### config.mk
export PLATFORM = sky130hd
export DESIGN_NAME = ahp_top
export DESIGN_NICKNAME = d
export VERILOG_FILES = /design/src/design/ahp_pkg.sv /design/src/design/ahp_conv_if.sv /design/src/design/ahp_osc.sv /design/src/design/ahp_sar.sv /design/src/design/ahp_top.sv
export VERILOG_INCLUDE_DIRS = /design/src /design/src/design
export SDC_FILE = /design/constraint.sdc
export NUM_CORES = 1
export LEC_CHECK = 0
export ABC_AREA = 1
export ABC_CLOCK_PERIOD_IN_PS = 2800
export BUFFER_PORTS_ARGS = -buffer_cell sky130_fd_sc_hd__buf_2
export CELL_PAD_IN_SITES_DETAIL_PLACEMENT = 1
export CELL_PAD_IN_SITES_GLOBAL_PLACEMENT = 1
export CORE_MARGIN = 2
export CORE_UTILIZATION = 49
export DETAILED_ROUTE_END_ITERATION = 6
export PLACE_DENSITY_LB_ADDON = 0.1
export SLEW_MARGIN = 20
export SYNTH_ARGS = -nofsm -noshare
export SYNTH_HDL_FRONTEND = slang
export SYNTH_SLANG_ARGS = --single-unit
### constraint.sdc
create_clock -name mclk_in -period 2.8 [get_ports mclk_in]
set_clock_uncertainty 0.1 [all_clocks]
set_input_delay 0.56 -clock mclk_in [delete_from_list [all_inputs] [get_ports mclk_in]]
set_output_delay 0.56 -clock mclk_in [all_outputs]
set_load 0.02 [all_outputs]
### src/design/ahp_map.svh
// Notes on behaviour
// data bus driven only while chip select and read strobe are both low
// byte select high gives upper byte, low gives lower byte
// result is 12 bits, right justified, lower byte holds bits 7..0
// upper byte: status on bit 7, zeros on 6..4, result 11..8 on 3..0
// write strobe low with chip select low starts a new conversion
// internal oscillator: host needs only a short write strobe
// external clock: host holds strobe, select and address over auto-zero
// busy output low during conversion, high otherwise
// status flag reads high while converting, low when done
// channel address captured on rising edge of write strobe
// address decode: high bit first, 00..11 pick channels 0..3
// internal oscillator conversion with auto-zero takes about 120 us; default AZ_CYC and OSC_DIV give about 60 us at 25 MHz
// external clock: write strobe held low at least 10 us
// msb decided on second falling conversion clock edge after strobe rises; internal mode counts falls only after the AZ_CYC auto-zero
// read during conversion returns partial approximation register
// write during conversion abandons it and restarts
// twelve clock periods of approximation msb first, then result and busy
// host reads both bytes in either order after completion
`ifndef AHP_MAP_SVH
`define AHP_MAP_SVH
`define AHP_RES_W 12
`define AHP_BITS_W 4
`define AHP_LAST_BIT 4'h0
`define AHP_MSB_FALL 2'h1
`define AHP_FIRST_BIT 4'hb
`define AHP_CLK_HZ 25000000
`define AHP_AZ_US 10
`define AHP_CONV_US 120
`define AHP_AZ_CYC ((`AHP_CLK_HZ / 1000000) * `AHP_AZ_US)
`define AHP_CONV_CYC ((`AHP_CLK_HZ / 1000000) * `AHP_CONV_US)
`endif

### src/design/ahp_pkg.sv
package ahp_pkg;
	typedef enum logic [3:0] {
		AHP_IDLE = 4'h1,
		AHP_ZERO = 4'h2,
		AHP_SYNC = 4'h4,
		AHP_APPR = 4'h8
	} ahp_state_t;
endpackage

### src/design/ahp_conv_if.sv
`timescale 1ns/10ps
`default_nettype none
interface ahp_conv_if;
	logic tick;
	logic fall;
	modport src (output tick, output fall);
	modport snk (input tick, input fall);
endinterface
`default_nettype wire

### src/design/ahp_osc.sv
`timescale 1ns/10ps
`default_nettype none
// conversion clock: internal rc emulation by divider, or external pin
module ahp_osc #(
	parameter int DIV = 50
) (
	input wire logic mclk_in,
	input wire logic rst_n_in,
	input wire logic ext_mode_in,
	input wire logic ext_clk_in,
	ahp_conv_if.src cv
);
	typedef struct packed {
		logic [15:0] cnt;
		logic ph;
		logic prev;
		logic fall;
	} ahp_osc_st_t;
	ahp_osc_st_t st_ff, nxt_st;
	logic src_lvl;
	always_comb begin
		nxt_st = st_ff;
		nxt_st.cnt = st_ff.cnt + 16'h0001;
		if (st_ff.cnt >= 16'(DIV - 1)) begin
			nxt_st.cnt = 16'h0000;
			nxt_st.ph = ~st_ff.ph;
		end
		src_lvl = ext_mode_in ? ext_clk_in : st_ff.ph;
		nxt_st.prev = src_lvl;
		nxt_st.fall = st_ff.prev & ~src_lvl;
	end
	always_ff @(posedge mclk_in or negedge rst_n_in) begin
		if (!rst_n_in) begin
			st_ff <= '0;
		end else begin
			st_ff <= nxt_st;
		end
	end
	assign cv.fall = st_ff.fall;
	assign cv.tick = st_ff.fall;
endmodule
`default_nettype wire

### src/design/ahp_sar.sv
`timescale 1ns/10ps
`default_nettype none
`include "ahp_map.svh"
// successive approximation register, one bit per falling conversion edge
module ahp_sar #(
	parameter int W = `AHP_RES_W
) (
	input wire logic mclk_in,
	input wire logic rst_n_in,
	input wire logic clr_in,
	input wire logic step_in,
	input wire logic [`AHP_BITS_W-1:0] bit_in,
	input wire logic keep_in,
	output logic [W-1:0] sar_out
);
	typedef struct packed {
		logic [W-1:0] sar;
	} ahp_sar_st_t;
	ahp_sar_st_t st_ff, nxt_st;
	always_comb begin
		nxt_st = st_ff;
		if (clr_in) begin
			nxt_st.sar = '0;
		end else if (step_in) begin
			nxt_st.sar[bit_in] = keep_in;
			if (bit_in != '0) begin
				nxt_st.sar[bit_in - 1'b1] = 1'b1;
			end
		end
	end
	always_ff @(posedge mclk_in or negedge rst_n_in) begin
		if (!rst_n_in) begin
			st_ff <= '0;
		end else begin
			st_ff <= nxt_st;
		end
	end
	assign sar_out = st_ff.sar;
endmodule
`default_nettype wire

### src/design/ahp_top.sv
`timescale 1ns/10ps
`default_nettype none
`include "ahp_map.svh"
module ahp_top #(
	parameter int AZ_CYC = `AHP_AZ_CYC,
	parameter int OSC_DIV = 50
) (
	input wire logic mclk_in,
	input wire logic rst_n_in,
	input wire logic cs_n_in,
	input wire logic wr_n_in,
	input wire logic rd_n_in,
	input wire logic byte_half_select_in,
	input wire logic channel_addr_lo_in,
	input wire logic channel_addr_hi_in,
	input wire logic ext_clk_mode_in,
	input wire logic ext_clk_in,
	input wire logic cmp_hi_in,
	output logic [7:0] data_out_bus_out,
	output logic [7:0] data_out_bus_oe_n_out,
	output logic busy_n_out,
	output logic [1:0] channel_sel_out
);
	typedef struct packed {
		ahp_pkg::ahp_state_t st;
		logic [15:0] az_cnt;
		logic [1:0] falls;
		logic [`AHP_BITS_W-1:0] bitn;
		logic wr_prev;
		logic [1:0] chan;
		logic [`AHP_RES_W-1:0] res;
		logic [7:0] dout;
		logic [7:0] oe_n;
		logic busy_n;
	} ahp_st_t;
	ahp_st_t st_ff, nxt_st;
	ahp_conv_if cv();
	logic sar_clr;
	logic sar_step;
	logic [`AHP_RES_W-1:0] sar;
	logic wr_act;
	logic wr_rise;
	logic [`AHP_RES_W-1:0] src;
	ahp_osc #(.DIV(OSC_DIV)) u_osc (
		.mclk_in(mclk_in),
		.rst_n_in(rst_n_in),
		.ext_mode_in(ext_clk_mode_in),
		.ext_clk_in(ext_clk_in),
		.cv(cv)
	);
	ahp_sar #(.W(`AHP_RES_W)) u_sar (
		.mclk_in(mclk_in),
		.rst_n_in(rst_n_in),
		.clr_in(sar_clr),
		.step_in(sar_step),
		.bit_in(st_ff.bitn),
		.keep_in(cmp_hi_in),
		.sar_out(sar)
	);
	always_comb begin
		nxt_st = st_ff;
		wr_act = ~cs_n_in & ~wr_n_in;
		wr_rise = st_ff.wr_prev & ~wr_act;
		nxt_st.wr_prev = wr_act;
		sar_clr = 1'b0;
		sar_step = 1'b0;
		case (st_ff.st)
			ahp_pkg::AHP_IDLE: begin
			end
			ahp_pkg::AHP_ZERO: begin
				// internal mode times auto-zero itself after strobe rises
				if (!wr_act && !ext_clk_mode_in &&
					st_ff.az_cnt < 16'(AZ_CYC)) begin
					nxt_st.az_cnt = st_ff.az_cnt + 16'h0001;
				end
				// external mode relies on host holding the strobe
				if (!wr_act && (ext_clk_mode_in ||
					st_ff.az_cnt >= 16'(AZ_CYC))) begin
					nxt_st.st = ahp_pkg::AHP_SYNC;
					nxt_st.falls = 2'h0;
				end
			end
			ahp_pkg::AHP_SYNC: begin
				if (cv.fall) begin
					nxt_st.falls = st_ff.falls + 2'h1;
					if (st_ff.falls == `AHP_MSB_FALL) begin
						sar_step = 1'b1;
						nxt_st.bitn = st_ff.bitn - 4'h1;
						nxt_st.st = ahp_pkg::AHP_APPR;
					end
				end
			end
			ahp_pkg::AHP_APPR: begin
				if (cv.fall) begin
					sar_step = 1'b1;
					nxt_st.bitn = st_ff.bitn - 4'h1;
					if (st_ff.bitn == `AHP_LAST_BIT) begin
						nxt_st.st = ahp_pkg::AHP_IDLE;
						nxt_st.busy_n = 1'b1;
						nxt_st.res = {sar[`AHP_RES_W-1:1], cmp_hi_in};
					end
				end
			end
			default: begin
				nxt_st.st = ahp_pkg::AHP_IDLE;
			end
		endcase
		if (wr_act) begin
			// new strobe abandons any running conversion
			nxt_st.st = ahp_pkg::AHP_ZERO;
			nxt_st.busy_n = 1'b0;
			nxt_st.az_cnt = 16'h0000;
			nxt_st.bitn = `AHP_FIRST_BIT;
			sar_clr = 1'b1;
		end
		if (wr_rise) begin
			nxt_st.chan = {channel_addr_hi_in, channel_addr_lo_in};
		end
		src = st_ff.busy_n ? st_ff.res : sar;
		if (byte_half_select_in) begin
			nxt_st.dout = {~st_ff.busy_n, 3'h0, src[11:8]};
		end else begin
			nxt_st.dout = src[7:0];
		end
		nxt_st.oe_n = {8{~(~cs_n_in & ~rd_n_in)}};
	end
	always_ff @(posedge mclk_in or negedge rst_n_in) begin
		if (!rst_n_in) begin
			st_ff <= '0;
			st_ff.st <= ahp_pkg::AHP_IDLE;
			st_ff.oe_n <= 8'hff;
			st_ff.busy_n <= 1'b1;
		end else begin
			st_ff <= nxt_st;
		end
	end
	assign data_out_bus_out = st_ff.dout;
	assign data_out_bus_oe_n_out = st_ff.oe_n;
	assign busy_n_out = st_ff.busy_n;
	assign channel_sel_out = st_ff.chan;

	chk_bus_drive: assert property (@(posedge mclk_in) disable iff (!rst_n_in)
		(!cs_n_in && !rd_n_in) |=> data_out_bus_oe_n_out == 8'h00)
		else $error("bus not driven during read");
	chk_bus_float: assert property (@(posedge mclk_in) disable iff (!rst_n_in)
		(cs_n_in || rd_n_in) |=> data_out_bus_oe_n_out == 8'hff)
		else $error("bus driven outside read");
	chk_upper_zeros: assert property (@(posedge mclk_in) disable iff (!rst_n_in)
		byte_half_select_in |=> data_out_bus_out[6:4] == 3'h0)
		else $error("upper byte bits 6..4 not zero");
	chk_status_flag: assert property (@(posedge mclk_in) disable iff (!rst_n_in)
		byte_half_select_in |=> data_out_bus_out[7] == ~$past(busy_n_out))
		else $error("status flag wrong");
	chk_start_busy: assert property (@(posedge mclk_in) disable iff (!rst_n_in)
		(!cs_n_in && !wr_n_in) |=> !busy_n_out)
		else $error("busy not low after start");
	chk_restart_state: assert property (@(posedge mclk_in) disable iff (!rst_n_in)
		(!cs_n_in && !wr_n_in) |=> st_ff.st == ahp_pkg::AHP_ZERO)
		else $error("conversion not restarted");
	chk_addr_latch: assert property (@(posedge mclk_in) disable iff (!rst_n_in)
		wr_rise |=> channel_sel_out ==
		$past({channel_addr_hi_in, channel_addr_lo_in}))
		else $error("channel address not latched");
	chk_done_busy: assert property (@(posedge mclk_in) disable iff (!rst_n_in)
		(st_ff.st == ahp_pkg::AHP_APPR && cv.fall && st_ff.bitn == 4'h0
		&& wr_n_in) |=> busy_n_out)
		else $error("busy not released at end");
	chk_lower_byte: assert property (@(posedge mclk_in) disable iff (!rst_n_in)
		(!byte_half_select_in && busy_n_out) |=>
		data_out_bus_out == $past(st_ff.res[7:0]))
		else $error("lower byte wrong");
	cov_start: cover property (@(posedge mclk_in) disable iff (!rst_n_in)
		$fell(busy_n_out));
	cov_done: cover property (@(posedge mclk_in) disable iff (!rst_n_in)
		$rose(busy_n_out));
	cov_restart: cover property (@(posedge mclk_in) disable iff (!rst_n_in)
		st_ff.st == ahp_pkg::AHP_APPR && !cs_n_in && !wr_n_in);
	cov_read_hi: cover property (@(posedge mclk_in) disable iff (!rst_n_in)
		!cs_n_in && !rd_n_in && byte_half_select_in);
endmodule
`default_nettype wire

### Word-level counts from Yosys, hierarchy flattened

Cells that the tools add are included.

* add/sub/neg operators: 4
* order comparisons: 7
* eq/ne operators: 13
* multiplexer cells: 37
* bitwise logic cells: 13
* reductions and logical operators: 24

Operators with widths (count)
* $mux 12: 4
* $add 16x1->16 const B: 2
* $mux 16: 2
* $mux 4: 8
* $mux 20: 1
* $mux 17: 1
* $ge 16x6->1 const B: 1
* $ge 16x8->1 const B: 1
* $lt 16x8->1 const B: 1
* $pmux 4 s4: 1
* $reduce_bool 2->1: 7
* $bwmux 12: 1
* $or 12x12->12: 1
* $mux 1: 11
* $lt 4x5->1 const B: 2
* $ne 3x3->1 const B: 3
* $reduce_and 3->1: 3
* $demux 1 s4: 2
* $ge 4x1->1 const B: 2
* $mux 8: 1
* $not 1->1: 8
* $pmux 4 s2: 1
* $mux 6: 1
* $ne 3x2->1 const B: 2
* other kinds (22): 31

* bits in registers: 82
* input bits: 11
* output and inout port bits: 19
* logic and storage cells: 113

### Logic depth before layout (Yosys ltp)

* depth after elaboration: 9
* gate-level depth with buffers: 11
* depth with buffers taken out: 10

### Hierarchy

Synthesis repeated with hierarchy kept, for this count alone.

* cell total of the unflattened synthesis: 462
* area total of the unflattened synthesis: 4048.9 um^2

Modules (own cells, without submodules)
* ahp_top: times used 1, cells an instance 297, area an instance 2571.2 um^2, sequential area each 1280.0 um^2
* ahp_sar: times used 1, cells an instance 102, area an instance 758.2 um^2, sequential area each 300.3 um^2
* ahp_osc: times used 1, cells an instance 63, area an instance 719.4 um^2, sequential area each 475.5 um^2

### Least setup slack after synthesis

OpenSTA, ideal clock, no wires.

* path kind: reg-to-reg
* from: register st_ff[32] in the netlist's numbering
* to: register u_sar.st_ff, in the netlist u_sar.sar_out[10]
* library setup time: 0.127 ns
* arrival time: 1.314 ns
* path slack: 1.258 ns
* stages on the path, launching flop included: 11
* period minus slack after synthesis: 1.542 ns
* path through: dfrtp_1 -> inv_1 -> ha_1 -> nand2_2 -> inv_1 -> nor2_2 -> inv_1 -> nand3_1 -> nand2_1 -> nand2_1 -> o21ai_0

* longest elaborated chain between the ends: 9
* elaborated cells on any way between the ends: 17

RTL lines
* from (decl): RTL line ahp_top.sv:36 `ahp_st_t st_ff, nxt_st;`
* from (signal assigned): RTL line ahp_top.sv:134 `st_ff <= nxt_st;`
* $sub 4x1->4, or another cell as far along: RTL line ahp_sar.sv:27 `nxt_st.sar[bit_in - 1'b1] = 1'b1;`
* $lt 4x5->1 (not written as such), or another cell as far along: RTL line ahp_sar.sv:27
* $logic_and 1x1->1 (not written as such) / $mux 1 (equally long branches): RTL line ahp_sar.sv:27, ahp_sar.sv:25
* $mux 1 (not written as such) / $demux 1 s4 (equally long branches)
* $demux 1 s4 / $bwmux 12 (equally long branches)
* $or 12x12->12 (no source line)
* $mux 12 (*): RTL line ahp_sar.sv:26 `if (bit_in != '0) begin`
* $mux 12 (*): RTL line ahp_sar.sv:24 `end else if (step_in) begin`
* $mux 12 (*): RTL line ahp_sar.sv:22 `if (clr_in) begin`
* to (signal assigned): RTL line ahp_sar.sv:35 `st_ff <= nxt_st;`
* to (decl): RTL line ahp_sar.sv:19 `ahp_sar_st_t st_ff, nxt_st;`

Mark *: on every way between the ends. The rest lies on a longest branch, timed or not. The select of a mux whose other input is x is not followed.
A chain may end at the register's enable or synchronous reset.

### Worst setup path after layout

* from: register st_ff, in the netlist busy_n_out
* to: output port busy_n_out

RTL lines
* to (decl): RTL line ahp_top.sv:21 `output logic busy_n_out,`

No word-level cell between the ends.

==> impl_metrics.ini <==
[timing]
setup_tns_ns = 0
rsz0062_at_grt = no
setup_violations = 0
whs_ns = 0.0823
finalMaxSlewViolations = 0
final.period_utilization_pct = 68.5
hold_viol_final = 0
fmax_ghz = 0.521
relSlewSlack_pct = 61.2
worstMarginPinSlew_ns = 0.581
period_needed_ns = 1.92

[final_layout]
drive_gt1_share_pct = 17.8
layout_commonest_cell = nand2_1
antenna_cells = 0
area_growth_pct = 8.58
num-nets-final = 516
nFillCells = 1005
final_cell_mix = nand2_1 (110), dfrtp_1 (79), nor2_1 (52)

[cts]
hold_buffers = 0
clock-sinks = 82
clkLatencyLatePin_ns = 0.36
clk_pin_slew_ns = 0.08
cts_buffers = 9
cts_tree = done
h-tree-depth = 3
clockRootBuffer = clkbuf_8
clockBufferDepth = 2
post-cts-setup-buffers = 0
cts-resized-gates = 0

[place]
dpl.hpwl_um = 6360
port_buffers = 29
place.gp.congestion = 0.840

[power]
switchingPower_mw = 0.710
total_power_mw = 2.67
p_int_mw = 1.96
pwr-share-clk_pct = 38.3
peakVddDrop_mv = 0.271
p_per_area_mw_per_mm2 = 597
switching_share_pct = 26.6
combPwrFrac_pct = 12.0
seqPwrFrac_pct = 49.7
p_leak_nw = 2.28

[job]
cap_viol_max_count = 0

[setup_path]
crit_type = register to output pin
rr_startpoint = st_ff[32]$_DFFE_PN0P_
r2r_cells = 7
startpoint = busy_n_out$_DFFE_PN1P_
required_ns = 2.14
r2r_end = st_ff[26]$_DFFE_PN0P_
critPathSlowestCell = dfstp_2
crit_cells = 1
critical_path.max_fanout = 16
worstPathCellList = buf_2
crit_path_start_kind = register
cp_top_family = flip-flops
cpPeakStageDelay_ns = 0.68
crit_arrival_ns = 1.26
r2r_slack_ns = 0.92
end_kind = output pin
critPathCapture = busy_n_out
path_buf_inv = 1

[synthesis]
yosysSeqAreaShare_pct = 50.0
synthCells = 473
synth_ff_type = dfrtp_1
async_flop_share_pct = 100
ys_ff_latch = 82
yosysUniqueCellTypes = 39
synth_edf_count = 0
synthesis.area_mm2 = 0.00411
yosysWarnings = 0
avgSynthCellArea_um2 = 8.69

[floorplanning]
die_w_um = 95.6
initial_core_util_pct = 50.3
io_pins = 30
design.core.area_mm2 = 0.00818
die_y_um = 95.6
die_area_mm2 = 0.00914
rows = 33

[detailed_routing]
drc_errors = 0
route.met2.wl_um = 4460
wl_met3_um = 246
via_per_inst = 5.11
wl_per_cell_um = 14.9
drt_iter0_markers = 101
wl_met1_um = 4140
ant_nets = 0
top_layer_used = met4
wl_um = 8990
dr.pass1.iters = 4
vias = 3089

[grt]
first_global_vias = 3266
gr-total-overflow = 0
grt_usage_pct = 22.1
grt_pass1_wl_um = 15600
antenna_found_initial = 0
grt_max_degree = 44

[worst_hold_path]
hp-class = primary input to asynchronous set/reset pin

[status]
status = complete, no violations
how the worst min path moves through the flow:
| stage | startpoint | end | slack [ns] | cells after the start |
|---|---|---|---|---|
| global route | rst_n_in | data_out_bus_out[7]$_DFF_PN0_ | 0.1 | 1 |
| finish | rst_n_in | data_out_bus_out[3]$_DFF_PN0_ | 0.08 | 1 |
| global placement | st_ff[19]$_DFFE_PN0P_ | st_ff[19]$_DFFE_PN0P_ | 0.36 | 2 |
| detailed placement | st_ff[19]$_DFFE_PN0P_ | st_ff[19]$_DFFE_PN0P_ | 0.37 | 2 |
| floorplan | rst_n_in | channel_sel_out[0]$_DFFE_PN0P_ | 0.16 | 0 |
| CTS | rst_n_in | data_out_bus_out[7]$_DFF_PN0_ | 0.09 | 1 |
state kept, by name (all words and copies together) (netlist names):
| register | count |
|---|---|
| st_ff | 39 |
| u_osc.st_ff | 18 |
| u_sar.sar_out | 12 |
| data_out_bus_out | 8 |
| channel_sel_out | 2 |
| busy_n_out | 1 |
| data_out_bus_oe_n_out | 1 |
| u_osc.cv.fall | 1 |
routing by layer:
metal,GRT usage (%),up-vias
met3,3.72,14
met5,0,-
met4,7.50,0
met1,27.9,1509
met2,38.3,46
li1,-,1520
stage by stage:
stage	instances	utilization (%)	worst slack, ns	cell area [µm²]
after floorplan	482	-	1.26	4150
final	604	54.6	0.881	4470
after global routing	604	54.6	0.739	4470
after CTS	604	54.6	0.853	4470
after global placement	589	51.8	0.784	4230
after detailed placement	589	51.8	0.708	4230
cell type report:
cell class,count,area [µm²],area share (%)
Clock buffer,10,128,2.86
Clock inverter,5,104,2.33
Inverter,51,191,4.29
Multi-Input combinational cell,320,1680,37.6
Sequential cell,82,2060,46.0
Tap cell,105,131,2.94
Timing Repair Buffer,31,175,3.92
Yosys cell counts (all sizes together) (4+ instances only):
cell | count | area [µm²]
xor2 | 7 | 61.3
ha | 10 | 125
o22ai | 7 | 43.8
a21oi | 13 | 80.1
dfrtp | 79 | 1980
nand4 | 6 | 37.5
inv | 51 | 191
nand3 | 31 | 180
buf | 26 | 204
o21ai | 39 | 236
nand2 | 118 | 468
nor2 | 60 | 260
mux2i | 4 | 40.0
power by group through the flow:
stage,Sequential [mW],Clock (mW),Combinational (mW)
2_1_floorplan,1.33,0,0.248
6_report,1.33,1.02,0.320
4_1_cts,1.33,1.05,0.327
5_1_grt,1.34,1.10,0.367
3_5_place_dp,1.35,0,0.318
3_3_place_gp,1.34,0,0.302
cell families after synthesis:
kind of cell / count (synthesis) / synth area share (%)
adders and majority gates: 10 / 3.04
DFF: 82 / 50.0
other: 1 / 0.0912
xor gates and xnor gates: 8 / 1.70
muxes: 6 / 1.52
and+or+nand+nor: 223 / 24.2
buffers and inverters: 80 / 9.98
AOI/OAI and AO/OA: 63 / 9.49
(Power assumes the default switching activity.)
